$ cat config.mk
export PLATFORM = sky130hd
export DESIGN_NAME = adc_conversion_sequencer
export DESIGN_NICKNAME = d
export VERILOG_FILES = /design/src/adc_seq_pkg.sv /design/src/adc_conversion_sequencer.sv /design/src/tad_divider.sv
export SDC_FILE = /design/constraint.sdc
export NUM_CORES = 1
export LEC_CHECK = 0
export BUFFER_PORTS_ARGS = -buffer_cell sky130_fd_sc_hd__buf_2
export CAP_MARGIN = 20
export CORE_AREA = 2 2 103 105
export CTS_BUF_LIST = sky130_fd_sc_hd__clkbuf_8 sky130_fd_sc_hd__clkbuf_16
export DETAILED_ROUTE_END_ITERATION = 16
export DIE_AREA = 0 0 105 107
export PLACE_DENSITY = 0.66
export SETUP_SLACK_MARGIN = 0.4
export SLEW_MARGIN = 20
export SYNTH_ARGS = -nofsm -noshare
export SYNTH_HDL_FRONTEND = slang
export SYNTH_HIERARCHICAL = 1
export SYNTH_SLANG_ARGS = --single-unit
export TNS_END_PERCENT = 1
$ cat constraint.sdc
create_clock -name clk -period 2.65 [get_ports clk]
set_input_delay 0.3975 -clock clk [delete_from_list [all_inputs] [get_ports clk]]
set_output_delay 0.3975 -clock clk [all_outputs]
set_load 0.01 [all_outputs]
$ cat src/adc_seq_pkg.sv
// Package: register map, field layout, reset values and timing for the conversion sequencer
package adc_seq_pkg;

    // Register offsets on the plain register port
    localparam logic [2:0] OFF_CONTROL = 3'h0;
    localparam logic [2:0] OFF_CONFIG  = 3'h1;
    localparam logic [2:0] OFF_ANALOG  = 3'h2;
    localparam logic [2:0] OFF_RES_HI  = 3'h3;
    localparam logic [2:0] OFF_RES_LO  = 3'h4;
    localparam logic [2:0] OFF_FLAGS   = 3'h5;

    // Control register fields
    localparam int CTL_POWER_BIT = 0;
    localparam int CTL_GO_BIT    = 2;
    localparam int CTL_CHAN_LSB  = 3;
    localparam int CTL_CHAN_W    = 3;
    localparam int CTL_CLK_LSB   = 6;
    localparam int CTL_CLK_W     = 2;

    // Flags register fields
    localparam int FLG_DONE_BIT  = 0;
    localparam int FLG_IRQEN_BIT = 1;

    // Reset values
    localparam logic [7:0] CONTROL_RST = 8'h00;
    localparam logic [7:0] CONFIG_RST  = 8'h00;
    localparam logic [7:0] ANALOG_RST  = 8'h3F;

    // Compare unit mode that selects the special event trigger
    localparam logic [3:0] SPECIAL_EVENT_MODE = 4'hB;

    // Result width, conversion length and bits of a full conversion
    localparam int RESULT_W    = 12;
    localparam int CONV_TADS   = 13;

    // Conversion clock divisors in oscillator periods, selected by the clock field
    localparam int TAD_DIV_0 = 2;
    localparam int TAD_DIV_1 = 8;
    localparam int TAD_DIV_2 = 32;
    localparam int TAD_DIV_3 = 64;

    typedef enum logic [1:0] {
        SEQ_IDLE,
        SEQ_SETTLE,
        SEQ_BITS
    } seq_state_t;

    // Request to the analog core, and a register port request
    typedef struct packed {
        logic                  sample;
        logic                  decide;
        logic [RESULT_W-1:0]   trial;
        logic [2:0]            channel;
    } core_req_t;

    typedef struct packed {
        logic [7:0] addr;
        logic [7:0] wdata;
        logic       wr;
        logic       rd;
    } reg_req_t;

endpackage

$ cat src/adc_conversion_sequencer.sv
// Successive-approximation conversion sequencer with its register file
// What this block does
// - On completion load result pair, clear go flag, set done flag.
// - A go-started conversion lasts thirteen conversion clock periods unless aborted.
// - Clearing go mid-conversion aborts; the partial result is stored unless still settling.
// - After an early halt past the settling period unconverted result bits read as zero.
// - Setting power-on and go in one write clears go automatically.
// - Special event with mode 1011b and power on sets go, clears timer count.
// - With power off the special event is ignored but still clears timer count.
// - Reset restores registers, powers converter off, aborts any conversion.
// - Non-power-on reset keeps the result pair; power-on reset clears it to zero.
// - Acquisition is unchanged by resolution; the conversion also stays at CONV_TADS periods.
// - A full conversion yields a 12-bit result.
// - Conversion period is a division of the oscillator clock, including 32.
// - Pin analog-select register switches pins between analog and digital use.
// - Raise converter interrupt at completion when enabled; accept special event start.
`timescale 1ns/1ps
module adc_conversion_sequencer #(
    parameter int RES_W  = adc_seq_pkg::RESULT_W,
    parameter int NPINS  = 6
) (
    // Clock, reset, enable
    input  wire logic                  clk,
    input  wire logic                  resetn,
    input  wire logic                  por_n,
    input  wire logic                  clk_en,
    // Register port
    input  wire logic [7:0]            reg_addr,
    input  wire logic [7:0]            reg_wdata,
    input  wire logic                  reg_wr,
    input  wire logic                  reg_rd,
    output logic      [7:0]            reg_rdata,
    // Compare unit
    input  wire logic [3:0]            compare_mode_field,
    input  wire logic                  special_event,
    output logic                       timer1_clear,
    // Analog core
    output adc_seq_pkg::core_req_t     core_req,
    input  wire logic                  core_compare,
    // Pins and interrupt
    output logic      [NPINS-1:0]      pin_analog_select,
    output logic                       conv_irq
);

    ////////////////////////////////////////////////////////////////////////////
    // Registers and wires

    adc_seq_pkg::seq_state_t state_reg;
    adc_seq_pkg::seq_state_t state_next;

    logic [7:0]        conv_control_reg;
    logic [7:0]        conv_config_reg;
    logic [7:0]        analog_reg;
    logic [RES_W-1:0]  result_pair_reg;
    logic [RES_W-1:0]  sar_reg;
    logic [RES_W-1:0]  bit_ptr_reg;
    logic [3:0]        tad_cnt_reg;
    logic              done_reg;
    logic              irq_en_reg;
    logic              rd_pending_reg;
    logic [7:0]        rd_data_reg;

    logic              tick;
    logic              wr_ctl;
    logic              go_set_sw;
    logic              go_clr_sw;
    logic              power_on;
    logic              power_rise;
    logic              trig_start;
    logic              start;
    logic              finish;
    logic              abort;
    logic              busy;
    logic [RES_W-1:0]  sar_decided;
    logic [RES_W-1:0]  partial;
    logic [7:0]        read_mux;

    function automatic logic hit(input logic [7:0] a, input logic [2:0] off);
        hit = (a == {5'h00, off});
    endfunction

    ////////////////////////////////////////////////////////////////////////////
    // Decode

    assign busy       = (state_reg != adc_seq_pkg::SEQ_IDLE);
    assign wr_ctl     = reg_wr && hit(reg_addr, adc_seq_pkg::OFF_CONTROL);
    assign power_on   = conv_control_reg[adc_seq_pkg::CTL_POWER_BIT];
    assign power_rise = wr_ctl && reg_wdata[adc_seq_pkg::CTL_POWER_BIT] && !power_on;
    assign go_set_sw  = wr_ctl && reg_wdata[adc_seq_pkg::CTL_GO_BIT] && !power_rise
                        && reg_wdata[adc_seq_pkg::CTL_POWER_BIT];
    assign go_clr_sw  = wr_ctl && !reg_wdata[adc_seq_pkg::CTL_GO_BIT] && busy;
    assign trig_start = special_event && power_on
                        && (compare_mode_field == adc_seq_pkg::SPECIAL_EVENT_MODE);
    assign start      = !busy && (go_set_sw || trig_start);
    assign timer1_clear = special_event && (compare_mode_field == adc_seq_pkg::SPECIAL_EVENT_MODE);
    assign abort  = go_clr_sw || (busy && wr_ctl && !reg_wdata[adc_seq_pkg::CTL_POWER_BIT]);
    assign finish = busy && tick && (tad_cnt_reg == 4'(adc_seq_pkg::CONV_TADS - 1)) && !abort;

    // decide current bit on each period, MSB first
    assign sar_decided = core_compare ? sar_reg : (sar_reg & ~bit_ptr_reg);
    // bits not yet converted are zero
    assign partial     = sar_reg & ~bit_ptr_reg;

    always_comb begin
        state_next = state_reg;
        unique case (state_reg)
            adc_seq_pkg::SEQ_IDLE:   if (start) state_next = adc_seq_pkg::SEQ_SETTLE;
            // one settling period, independent of resolution
            adc_seq_pkg::SEQ_SETTLE: if (abort) state_next = adc_seq_pkg::SEQ_IDLE;
                                     else if (tick) state_next = adc_seq_pkg::SEQ_BITS;
            adc_seq_pkg::SEQ_BITS:   if (abort || finish) state_next = adc_seq_pkg::SEQ_IDLE;
        endcase
    end

    tad_divider #(
        .CNT_W (7)
    ) u_div (
        .clk    (clk),
        .resetn (resetn),
        .clk_en (clk_en),
        .run    (busy),
        .sel    (conv_control_reg[adc_seq_pkg::CTL_CLK_LSB +: adc_seq_pkg::CTL_CLK_W]),
        .tick   (tick)
    );

    ////////////////////////////////////////////////////////////////////////////
    // Sequencer state

    always_ff @(posedge clk or negedge resetn) begin
        if (!resetn) begin
            state_reg   <= adc_seq_pkg::SEQ_IDLE;
            tad_cnt_reg <= 4'h0;
            sar_reg     <= '0;
            bit_ptr_reg <= '0;
        end else if (clk_en) begin
            state_reg <= state_next;
            if (start) begin
                tad_cnt_reg <= 4'h0;
                sar_reg     <= {1'b1, {(RES_W-1){1'b0}}};
                bit_ptr_reg <= {1'b1, {(RES_W-1){1'b0}}};
            end else if (busy && tick) begin
                tad_cnt_reg <= tad_cnt_reg + 4'h1;
                if (state_reg == adc_seq_pkg::SEQ_BITS && bit_ptr_reg != '0) begin
                    sar_reg     <= sar_decided | (bit_ptr_reg >> 1);
                    bit_ptr_reg <= bit_ptr_reg >> 1;
                end
            end
        end
    end

    // result pair reset only by power-on
    always_ff @(posedge clk or negedge por_n) begin
        if (!por_n) begin
            result_pair_reg <= '0;
        end else if (clk_en) begin
            if (finish) begin
                // The last bit is decided in the finishing cycle itself
                result_pair_reg <= sar_decided;
            end else if (abort && state_reg == adc_seq_pkg::SEQ_BITS) begin
                result_pair_reg <= partial;
            end
        end
    end

    ////////////////////////////////////////////////////////////////////////////
    // Register file

    always_ff @(posedge clk or negedge resetn) begin
        if (!resetn) begin
            conv_control_reg <= adc_seq_pkg::CONTROL_RST;
            conv_config_reg  <= adc_seq_pkg::CONFIG_RST;
            analog_reg       <= adc_seq_pkg::ANALOG_RST;
            done_reg         <= 1'b0;
            irq_en_reg       <= 1'b0;
        end else if (clk_en) begin
            if (wr_ctl) begin
                conv_control_reg <= reg_wdata & ~(8'h01 << adc_seq_pkg::CTL_GO_BIT);
            end
            // go set by trigger or software
            if (start) begin
                conv_control_reg[adc_seq_pkg::CTL_GO_BIT] <= 1'b1;
            end else if (finish || abort) begin
                conv_control_reg[adc_seq_pkg::CTL_GO_BIT] <= 1'b0;
            // Go stays up while running, even across a non-aborting control write
            end else if (busy) begin
                conv_control_reg[adc_seq_pkg::CTL_GO_BIT] <= 1'b1;
            end
            if (reg_wr && hit(reg_addr, adc_seq_pkg::OFF_CONFIG)) begin
                conv_config_reg <= reg_wdata;
            end
            if (reg_wr && hit(reg_addr, adc_seq_pkg::OFF_ANALOG)) begin
                analog_reg <= reg_wdata;
            end
            if (reg_wr && hit(reg_addr, adc_seq_pkg::OFF_FLAGS)) begin
                irq_en_reg <= reg_wdata[adc_seq_pkg::FLG_IRQEN_BIT];
            end
            if (finish) begin
                done_reg <= 1'b1;
            end else if (reg_wr && hit(reg_addr, adc_seq_pkg::OFF_FLAGS)) begin
                done_reg <= reg_wdata[adc_seq_pkg::FLG_DONE_BIT];
            end
        end
    end

    ////////////////////////////////////////////////////////////////////////////
    // Read path and outputs

    // Right-justified result: low byte holds bits 7:0, high byte bits 11:8
    assign read_mux =
        hit(reg_addr, adc_seq_pkg::OFF_CONTROL) ? conv_control_reg :
        hit(reg_addr, adc_seq_pkg::OFF_CONFIG)  ? conv_config_reg :
        hit(reg_addr, adc_seq_pkg::OFF_ANALOG)  ? analog_reg :
        hit(reg_addr, adc_seq_pkg::OFF_RES_HI)  ? {{(16-RES_W){1'b0}}, result_pair_reg[RES_W-1:8]} :
        hit(reg_addr, adc_seq_pkg::OFF_RES_LO)  ? result_pair_reg[7:0] :
        hit(reg_addr, adc_seq_pkg::OFF_FLAGS)   ? {6'h00, irq_en_reg, done_reg} : 8'h00;

    always_ff @(posedge clk or negedge resetn) begin
        if (!resetn) begin
            rd_data_reg    <= 8'h00;
            rd_pending_reg <= 1'b0;
        end else if (clk_en) begin
            rd_pending_reg <= reg_rd;
            rd_data_reg    <= reg_rd ? read_mux : 8'h00;
        end
    end

    assign reg_rdata = rd_pending_reg ? rd_data_reg : 8'h00;

    assign conv_irq = done_reg && irq_en_reg;

    assign pin_analog_select = analog_reg[NPINS-1:0];

    assign core_req.sample  = (state_reg == adc_seq_pkg::SEQ_SETTLE);
    assign core_req.decide  = (state_reg == adc_seq_pkg::SEQ_BITS) && tick;
    assign core_req.trial   = sar_reg;
    assign core_req.channel = conv_control_reg[adc_seq_pkg::CTL_CHAN_LSB +: adc_seq_pkg::CTL_CHAN_W];

endmodule

$ cat src/tad_divider.sv
// Conversion clock divider: one tick every selected number of oscillator periods
`timescale 1ns/1ps
module tad_divider #(
    parameter int CNT_W = 7
) (
    // Clock and reset
    input  wire logic        clk,
    input  wire logic        resetn,
    input  wire logic        clk_en,
    // Control
    input  wire logic        run,
    input  wire logic [1:0]  sel,
    // Tick
    output logic             tick
);

    logic [CNT_W-1:0] count_reg;
    logic [CNT_W-1:0] limit;
    logic             at_limit;

    assign limit = (sel == 2'h0) ? CNT_W'(adc_seq_pkg::TAD_DIV_0 - 1) :
                   (sel == 2'h1) ? CNT_W'(adc_seq_pkg::TAD_DIV_1 - 1) :
                   (sel == 2'h2) ? CNT_W'(adc_seq_pkg::TAD_DIV_2 - 1) :
                                   CNT_W'(adc_seq_pkg::TAD_DIV_3 - 1);
    assign at_limit = (count_reg == limit);
    assign tick     = run && at_limit;

    // Restart from zero on every start so the first period is whole
    always_ff @(posedge clk or negedge resetn) begin
        if (!resetn) begin
            count_reg <= '0;
        end else if (clk_en) begin
            count_reg <= (!run || at_limit) ? '0 : count_reg + CNT_W'(1);
        end
    end

endmodule

[Word level (Yosys, flattened, before mapping)]
Index checks and enable logic that the tools add are counted.
Cells by class
  add/subtract/negate cells: 2
  $mul: 0
  div/mod/pow operators: 0
  order comparisons: 0
  eq/ne operators: 15
  shift operators: 0
  mux-type cells: 34
  bitwise operators: 3
  reductions and logical operators: 55
Operator list (count)
  $mux W12: 9
  $mux W8: 7
  $logic_and A1 B1 Y1: 25
  $mux W7: 3
  $eq A8 B2 Y1 const B: 2
  $eq A8 B3 Y1 const B: 2
  $reduce_and A2 Y1: 8
  $and A12 B12 Y12: 1
  $not A12 Y12: 1
  $or A12 B11 Y12: 1
  $reduce_bool A12 Y1: 1
  $mux W2: 5
  $reduce_bool A2 Y1: 5
  $eq A4 B4 Y1 const B: 2
  $eq A8 B1 Y1 const B: 1
  $logic_not A8 Y1: 1
  $mux W4: 2
  $add A7 B1 Y7 const B: 1
  $eq A7 B7 Y1: 1
  $logic_not A1 Y1: 6
  $mux W6: 1
  $pmux W2 S3: 1
  $mux W1: 5
  $add A4 B1 Y4 const B: 1
  other kinds (10): 17
Word-level totals
  bits in registers: 84
  latch bits: 0
  RAM bits: 0
  memory bits (read-only): 0
  bits of input ports: 28
  word-level logic and storage cells: 123
  memories kept: 0

[Depth between registers and ports, before layout]
Gate-level depths: netlist of run 1.
  word-level depth: 12
  depth in mapped cells: 10
  gate-level depth less buffers: 9

[Cells and area by module]
Netlist of run 1, hierarchy kept.
By module, submodules not included
  adc_conversion_sequencer: times used 1, cells an instance 362, area an instance 3998.8 µm²
  tad_divider: times used 1, cells an instance 47, area an instance 451.7 µm²

[Worst setup path after synthesis of run 1]
Ideal clock, no wire load.
  kind: register to register
  start point: register conv_control_reg[7]
  end point: register result_pair_reg[10]
  library setup time: 0.125 ns
  arrival time: 2.709 ns
  setup slack: -0.184 ns
  stages on the path, launching flop included: 10
  clock period less this slack: 2.834 ns
  cell sequence: dfrtp_1 or4_1 and3_4 nor3b_1 nand2b_1 nor2_1 nand2_1 mux2i_1 buf_6 mux2_4
Between the ends
  longest elaborated chain between the ends: 11
  elaborated cells between the ends (all ways): 14
Ends and longest elaborated chain
  from (decl): line adc_conversion_sequencer.sv:51  | logic [7:0] conv_control_reg;
  from (signal assigned): line adc_conversion_sequencer.sv:170  | conv_control_reg <= adc_seq_pkg::CONTROL_RST;
  from (signal assigned): line adc_conversion_sequencer.sv:177  | conv_control_reg <= reg_wdata & ~(8'h01 << adc_seq_pkg::CTL_GO_BIT);
  $eq A2 B2 Y1: line tad_divider.sv:23  | (sel == 2'h2) ? CNT_W'(adc_seq_pkg::TAD_DIV_2 - 1) :
  $mux W6: line tad_divider.sv:23
  $mux W7: line tad_divider.sv:22  | (sel == 2'h1) ? CNT_W'(adc_seq_pkg::TAD_DIV_1 - 1) :
  $mux W7 *: line tad_divider.sv:21  | assign limit = (sel == 2'h0) ? CNT_W'(adc_seq_pkg::TAD_DIV_0 - 1) :
  $eq A7 B7 Y1 *: line tad_divider.sv:25  | assign at_limit = (count_reg == limit);
  $logic_and A1 B1 Y1 *: line tad_divider.sv:26  | assign tick = run && at_limit;
  via tick: line adc_conversion_sequencer.sv:63  | logic tick;
  $logic_and A1 B1 Y1 * (3 in series): line adc_conversion_sequencer.sv:97  | assign finish = busy && tick && (tad_cnt_reg == 4'(adc_seq_pkg::CONV_TADS - 1)) && !abort;
  $reduce_bool A2 Y1 (no source line)
  $reduce_and A2 Y1 (no source line)
  to (signal assigned): line adc_conversion_sequencer.sv:158  | result_pair_reg <= sar_decided;
  to (signal assigned): line adc_conversion_sequencer.sv:160  | result_pair_reg <= partial;
  to (decl): line adc_conversion_sequencer.sv:54  | logic [RES_W-1:0] result_pair_reg;
The timed path passes the listed nets; every way through them passes the cells marked *.
A chain may end at the register's enable or synchronous reset.

[Final worst setup path of run 1]
  start point: register u_div.count_reg[1]
  end point: register result_pair_reg[11]
Between the ends
  longest elaborated chain between the ends: 7
  elaborated cells between the ends (all ways): 8
Ends and longest elaborated chain
  from (decl): line tad_divider.sv:17  | logic [CNT_W-1:0] count_reg;
  from (signal assigned): line tad_divider.sv:33  | count_reg <= (!run || at_limit) ? '0 : count_reg + CNT_W'(1);
  $eq A7 B7 Y1 *: line tad_divider.sv:25
  $logic_and A1 B1 Y1 *: line tad_divider.sv:26
  via tick: line adc_conversion_sequencer.sv:63
  $logic_and A1 B1 Y1 * (3 in series): line adc_conversion_sequencer.sv:97
  $reduce_bool A2 Y1 (no source line)
  $reduce_and A2 Y1 (no source line)
Marks and branches as above.

==> metrics.log, run 1 <==
INFO  metric run_status = finished clean
INFO  metric worstSkewPairLatency = 350 ps
INFO  metric min_period = 2540 ps
INFO  metric final-hold-violation-count = 0
INFO  metric rsz0062_at_grt = true
INFO  metric timing.reg2reg.worst_path_depth = 9
INFO  metric totalNegativeSetupSlack = 0 ps
INFO  metric rows = 37
INFO  metric core_area = 0.0101 sq mm
INFO  metric die_height = 107 microns
INFO  metric synth.ff_latch_count = 84
INFO  metric yosys-top-cells-area = sky130_fd_sc_hd__dfrtp_1 (44%), sky130_fd_sc_hd__mux2_2 (6.8%), sky130_fd_sc_hd__a22o_1 (5.1%), sky130_fd_sc_hd__and2_1 (3.7%), sky130_fd_sc_hd__dfstp_2 (3.5%)
INFO  metric drt-pass1-iter-count = 4
INFO  metric port-buffer-count = 60
INFO  metric worstMarginPinSlew = 657 ps
INFO  metric boundaryPins = 61
INFO  metric timing.fmax = 394 MHz
INFO  metric drt_iter0_markers = 110
INFO  metric h_tree_depth = 3
INFO  metric yosysTopAreaCellShare = 0.439
INFO  metric max_slew_margin = 0.562
INFO  metric cp_launch_type = flop
INFO  metric tritoncts = done
INFO  metric synth_fp_nets = 443
INFO  metric cts_buffers = 9
INFO  metric synth.distinct_cells = 59
INFO  metric worstHoldPathType = input pin to asynchronous set/reset pin
INFO  metric number_of_instances_in_the_synthesized_netlist = 409
INFO  metric finClkSkew = 9.95 ps
INFO  metric ir_drop = 0.247 mV
INFO  metric drive_gt1_frac = 0.337
INFO  metric routed-via-count = 3341
INFO  metric post-route-drc-count = 0
INFO  metric antenna_cells_inserted = 0
INFO  metric cp_class = flop to flop
INFO  metric grt-ovfl-total = 0
INFO  metric dieArea = 0.0112 sq mm
INFO  metric worstSetupEndpointType = flop
INFO  metric clk_transition_reported_paths = 90 ps
INFO  metric cts_num_sinks = 84
INFO  metric critPathRequiredTime = 2880 ps
INFO  metric grt_max_degree = 46
INFO  metric drt.antenna.violating_nets = 0
INFO  metric grt_pass1_wl = 17100 microns
INFO  metric detail_route.wirelength = 10400 microns
INFO  metric die_x = 105 microns
INFO  metric clock_tree.root_cell = sky130_fd_sc_hd__clkbuf_8
INFO  metric worst_ep_arrival_time = 2770 ps
INFO  metric report.final.setup_viol = 0
INFO  metric p_total = 3.22 mW
INFO  metric total_leakage_power = 2.50 nW
INFO  metric ctsLongestPathBuffers = 2
INFO  metric initial_core_util = 0.441
INFO  metric avgSynthCellArea = 10.9 sq um
INFO  metric route.detailed.wl_per_inst = 16.8 microns
INFO  metric antenna_violations_before_repair = 0
INFO  metric finalNetCount = 512
INFO  metric grt_use_total = 0.193
INFO  metric gp_congestion = 0.804
INFO  metric netlist_area_before_placement = 0.00445 sq mm
INFO  metric synthToLayoutAreaGrowth = 18.8%
INFO  metric power_density_over_cell_area = 609 mW/mm^2
INFO  metric seq_area_frac_synth = 0.474
INFO  metric crit_path_max_fanout = 6
INFO  metric dp.final_hpwl = 7460 microns
INFO  metric yosysWarningCount = 6
INFO  metric maxSlewViolCount = 0
INFO  metric netlist.top_cell.by_area = sky130_fd_sc_hd__dfrtp_1
INFO  metric max-cap-violations = 0
INFO  metric tcrit_tclk_final = 0.957
INFO  metric drt-vias-per-instance = 5.40
INFO  metric number_of_global_route_vias_before_repair = 3322
[cells in the mapped netlist (all sizes together)]
master / instances
mux2i: 10
or2: 1
clkbuf: 12
nor3b: 3
a31oi: 2
a311oi: 1
buf: 17
a31o: 1
a21boi: 12
a22o: 26
nor3: 4
o311ai: 1
a21o: 1
nand3b: 2
nor2: 11
nand4: 5
or4: 3
o221ai: 2
a21bo: 1
a2bb2oi: 5
nor2b: 12
dfstp: 6
nand2b: 2
mux2: 37
o22ai: 9
o21ai: 23
nand4b: 2
o211ai: 2
ha: 6
dfrtp: 78
nand2: 20
xor2: 2
o22a: 2
xnor2: 2
a21oi: 21
and2: 26
and3: 3
o41ai: 1
a32o: 1
inv: 21
nor4: 3
o31ai: 1
nand3: 5
or3: 1
o2111ai: 3
[final cells by class]
class | instances | area [sq um]
fill | 971 | 4810
multi-input combinational | 275 | 2140
sequential | 84 | 2110
timing repair buffer | 87 | 551
tap | 136 | 170
clock buffer | 9 | 124
clock inverter | 7 | 116
inverter | 21 | 78.8
[through the flow]
step	hold slack (ps)	area (sq um)	setup slack, ps	utilization	cells
detailed placement	282	4930	81.5	0.488	593
global placement	281	4930	93.0	0.488	593
finish	69.7	5290	113	0.524	619
global route	115	5290	28.3	0.524	619
CTS	83.1	5260	159	0.521	616
floorplan	102	4470	97.5	-	409
[path summary, 6_finish.rpt]
path                                                     start  slack (ps)                              end
max in group asynchronous                               resetn        1850        analog_reg[2]$_DFFE_PN1P_
worst max-delay path            u_div/count_reg[1]$_DFFE_PN0P_         110  result_pair_reg[11]$_DFFE_PN0P_
min in group clk                                  reg_wdata[5]         300  conv_control_reg[5]$_DFFE_PN0P_
worst max register to register  u_div/count_reg[1]$_DFFE_PN0P_         110  result_pair_reg[11]$_DFFE_PN0P_
worst min register to register  conv_config_reg[2]$_DFFE_PN0P_         510   conv_config_reg[2]$_DFFE_PN0P_
worst min-delay path                                    resetn          70       bit_ptr_reg[3]$_DFFE_PN0P_
[cell families (layout without fill, tap and decap cells)]
| group | Yosys count | after routing | synth area share |
|---|---|---|---|
| flip-flops | 84 | 84 | 0.474 |
| AND/OR/NAND/NOR | 103 | 103 | 0.139 |
| buffers and inverters | 50 | 124 | 0.0543 |
| XOR/XNOR | 4 | 4 | 0.00787 |
| multiplexers | 47 | 47 | 0.125 |
| AO/OA/AOI/OAI | 115 | 115 | 0.183 |
| adder cells (fa/ha/maj) | 6 | 6 | 0.0169 |
[timing repair]
item,CTS,global route
setup buffers,5,3
setup endpoints to repair,35,42
pin swaps,2,5
endpoints found under the hold margin,12,0
gates cloned,1,0
hold buffers,1,0
gates resized for setup,4,3
[routing by layer]
metal / part of all wire / up-vias / GRT usage
met3: 0.046 / 9 / 0.0486
li1: - / 1610 / -
met2: 0.50 / 77 / 0.329
met1: 0.45 / 1645 / 0.251
met5: 0 / - / 0
met4: 0.0089 / 0 / 0.0381
[report_power, final]
group | switching (mW) | leakage, nW | internal [mW]
Sequential | 0.0552 | 1.13 | 1.35
Clock | 0.469 | 0.125 | 0.625
Combinational | 0.393 | 1.24 | 0.325
[cells in the final DEF, fill, tap and decap left out, types with 10 or more instances in the layout]
cell type / instances
sky130_fd_sc_hd__a21boi_0: 10
sky130_fd_sc_hd__nor2b_1: 12
sky130_fd_sc_hd__mux2_2: 25
sky130_fd_sc_hd__buf_4: 23
sky130_fd_sc_hd__a21oi_1: 20
sky130_fd_sc_hd__buf_2: 60
sky130_fd_sc_hd__inv_1: 22
sky130_fd_sc_hd__o21ai_0: 22
sky130_fd_sc_hd__a22o_1: 26
sky130_fd_sc_hd__mux2_4: 12
sky130_fd_sc_hd__nand2_1: 19
sky130_fd_sc_hd__and2_1: 26
sky130_fd_sc_hd__dfrtp_1: 78
[critical path: stages, from the launching register on]
cell and delay (ps):
sky130_fd_sc_hd__dfrtp_1 390, sky130_fd_sc_hd__or4_1 530, sky130_fd_sc_hd__and3_4 180, sky130_fd_sc_hd__nor3b_4 200, sky130_fd_sc_hd__nand2b_1 120, sky130_fd_sc_hd__nor2_2 160
sky130_fd_sc_hd__nand2_2 100, sky130_fd_sc_hd__mux2i_4 280, sky130_fd_sc_hd__buf_12 170, sky130_fd_sc_hd__mux2_4 290
No activity file was read; power rests on OpenSTA's default activity.
==> run 2, diff against run 1 <==
--- a/config.mk
+++ b/config.mk
@@ -11,7 +11,7 @@
 export CTS_BUF_LIST = sky130_fd_sc_hd__clkbuf_8 sky130_fd_sc_hd__clkbuf_16
 export DETAILED_ROUTE_END_ITERATION = 16
 export DIE_AREA = 0 0 105 107
-export PLACE_DENSITY = 0.66
+export PLACE_DENSITY_LB_ADDON = 0.05
 export SETUP_SLACK_MARGIN = 0.4
 export SLEW_MARGIN = 20
 export SYNTH_ARGS = -nofsm -noshare
==> constraint.sdc (replaced) <==
create_clock -name clk -period 3.25 [get_ports clk]
set_input_delay 0.4875 -clock clk [delete_from_list [all_inputs] [get_ports clk]]
set_output_delay 0.4875 -clock clk [all_outputs]
set_load 0.01 [all_outputs]
==> metrics.log, run 2 (same netlist as run 1, synthesis figures left out) <==
INFO  metric die_x = 105 microns (unchanged)
INFO  metric drt.antenna.violating_nets = 0 (unchanged)
INFO  metric max_slew_margin = 0.514 (-0.0475)
INFO  metric worstPathCellList = or4_1 -> and3_4 -> nor3b_2 -> nand2b_1 -> nor2_2 -> nand2_1 -> mux2i_4 -> buf_6 -> mux2_2
INFO  metric mostFrequentLayoutCells = sky130_fd_sc_hd__dfrtp_1 (77), sky130_fd_sc_hd__buf_2 (60), sky130_fd_sc_hd__mux2_2 (27)
INFO  metric num-fill-cells = 1001 (+3.1%)
INFO  metric timing.fmax = 374 MHz (-5.2%)
INFO  metric drt-vias-per-instance = 5.41 (+0.27%)
INFO  metric drt-pass1-iter-count = 4 (unchanged)
INFO  metric final-hold-violation-count = 0 (unchanged)
INFO  metric antenna_cells_inserted = 0 (unchanged)
INFO  metric p_total = 2.36 mW (-27%)
INFO  metric critPathRequiredTime = 3490 ps (+610 ps)
INFO  metric clock_tree.root_cell = sky130_fd_sc_hd__clkbuf_8
INFO  metric tritoncts = done
INFO  metric synthToLayoutAreaGrowth = 14.1%
INFO  metric critical_path.slowest_cell = sky130_fd_sc_hd__or4_1
INFO  metric maxSlewViolCount = 0 (unchanged)
INFO  metric rsz0062_at_grt = false
INFO  metric ir_drop = 0.181 mV (-27%)
INFO  metric routed-via-count = 3269 (-2.2%)
INFO  metric port-buffer-count = 60 (unchanged)
INFO  metric ctsLongestPathBuffers = 2 (unchanged)
INFO  metric detail_route.wirelength = 10400 microns (-0.37%)
INFO  metric totalNegativeSetupSlack = 0 ps (unchanged)
INFO  metric finalNetCount = 497 (-2.9%)
INFO  metric max-cap-violations = 0 (unchanged)
INFO  metric total_leakage_power = 2.37 nW (-4.9%)
INFO  metric cts_buffers = 9 (unchanged)
INFO  metric critPathBufInv = 1 (unchanged)
INFO  metric finClkSkew = 9.93 ps (-0.0210 ps)
INFO  metric die_height = 107 microns (unchanged)
INFO  metric cp-startpoint = conv_control_reg[7]$_DFFE_PN0P_
INFO  metric power_density_over_cell_area = 465 mW/mm^2 (-24%)
INFO  metric run_status = finished clean
INFO  metric post-route-drc-count = 0 (unchanged)
INFO  metric cp_class = flop to flop
INFO  metric worst_path_max_stage_delay = 520 ps (about the same)
INFO  metric layout_commonest_cell = sky130_fd_sc_hd__dfrtp_1
INFO  metric boundaryPins = 61 (unchanged)
INFO  metric worstSetupEndpointType = flop
INFO  metric grt-ovfl-total = 0 (unchanged)
INFO  metric min_period = 2680 ps (+140 ps)
INFO  metric drive_gt1_frac = 0.318 (-0.0191)
INFO  metric rows = 37 (unchanged)
INFO  metric clk_transition_reported_paths = 90 ps (about the same)
INFO  metric grt_max_degree = 44 (-4.3%)
INFO  metric route.detailed.wl_per_inst = 17.2 microns (+2.1%)
INFO  metric worstSkewPairLatency = 350 ps (about the same)
INFO  metric grt_use_total = 0.194 (+0.000775)
INFO  metric dp.final_hpwl = 7320 microns (-1.9%)
INFO  metric gp_congestion = 0.787 (-2.1%)
INFO  metric worstHoldPathType = input pin to asynchronous set/reset pin
INFO  metric grt_pass1_wl = 17100 microns (about the same)
INFO  metric worst_ep_arrival_time = 2920 ps (+150 ps)
INFO  metric worstMarginPinSlew = 729 ps (+71.2 ps)
INFO  metric worst_reg2reg_startpoint = conv_control_reg[7]$_DFFE_PN0P_
INFO  metric tcrit_tclk_final = 0.824 (-0.134)
INFO  metric core_area = 0.0101 sq mm (unchanged)
INFO  metric dieArea = 0.0112 sq mm (unchanged)
INFO  metric antenna_violations_before_repair = 0 (unchanged)
INFO  metric h_tree_depth = 3 (unchanged)
INFO  metric drt_iter0_markers = 72 (-35%)
INFO  metric path_delay_family = simple AND/OR/NAND/NOR gates
INFO  metric crit_path_max_fanout = 9 (+3)
INFO  metric initial_core_util = 0.441 (unchanged)
INFO  metric cts_num_sinks = 84 (unchanged)
INFO  metric cp_launch_type = flop
INFO  metric number_of_global_route_vias_before_repair = 3308 (-0.42%)
INFO  metric report.final.setup_viol = 0 (unchanged)
-- run 2: cell types whose count changed in the layout (fill, tap and decap cells not counted), moves of 2 or more --
cell | before | now
sky130_fd_sc_hd__mux2_2 | 25 | 27
sky130_fd_sc_hd__mux2_4 | 12 | 10
sky130_fd_sc_hd__bufinv_16 | 3 | 0
sky130_fd_sc_hd__buf_6 | 0 | 2
sky130_fd_sc_hd__a21boi_1 | 2 | 0
sky130_fd_sc_hd__inv_6 | 0 | 2
sky130_fd_sc_hd__a21boi_0 | 10 | 12
sky130_fd_sc_hd__buf_4 | 23 | 8
-- run 2: routing by layer --
metal  up-vias  global-route usage  part of all wire
li1       1578                   -                 -
met1      1633               0.257              0.47
met2        45               0.327              0.49
met3        13              0.0243             0.026
met4         0              0.0705             0.014
met5         -                   0                 0
-- run 2: cell type report --
cell class | instances | area (sq um) | share of cell area
sequential | 84 | 2110 | 0.416
clock buffer | 10 | 138 | 0.0271
tap | 136 | 170 | 0.0335
multi-input combinational | 275 | 2120 | 0.417
timing repair buffer | 72 | 413 | 0.0813
inverter | 21 | 78.8 | 0.0155
clock inverter | 6 | 47.5 | 0.00936
-- run 2: power by group --
part	internal, mW	total [mW]	switching, mW
combinational	0.207	0.490	0.283
clock	0.306	0.708	0.403
sequential	1.10	1.16	0.0609
total	1.61	2.36	0.746
-- run 2: final timing paths --
kind                       slack, ps  cells past startpoint                              end
max in group asynchronous       2330                      2        analog_reg[4]$_DFFE_PN1P_
max reg2reg                      570                      9   result_pair_reg[1]$_DFFE_PN0P_
min in group clk                 390                      2   conv_config_reg[5]$_DFFE_PN0P_
min reg2reg                      510                      1  conv_control_reg[1]$_DFFE_PN0P_
min                              180                      1   u_div/count_reg[3]$_DFFE_PN0P_
max                              570                      9   result_pair_reg[1]$_DFFE_PN0P_
-- run 2: through the flow --
step           setup slack (ps)  hold slack [ps]  instances  cell area (sq um)   util
2_1_floorplan               416              192        409               4450      -
3_3_place_gp                442              372        585               4840  0.479
3_5_place_dp                407              375        585               4840  0.479
4_1_cts                     410              202        603               5040  0.500
5_1_grt                     387              230        604               5080  0.503
6_report                    573              181        604               5080  0.503
-- run 2: repair_timing --
action | CTS | global route
buffers inserted | 1 | 0
cloned | 0 | 1
hold endpoints to repair | 12 | 0
setup endpoints to repair | 1 | 24
hold buffers | 1 | 0
pin swaps | 1 | 0
resized for setup | 0 | 9
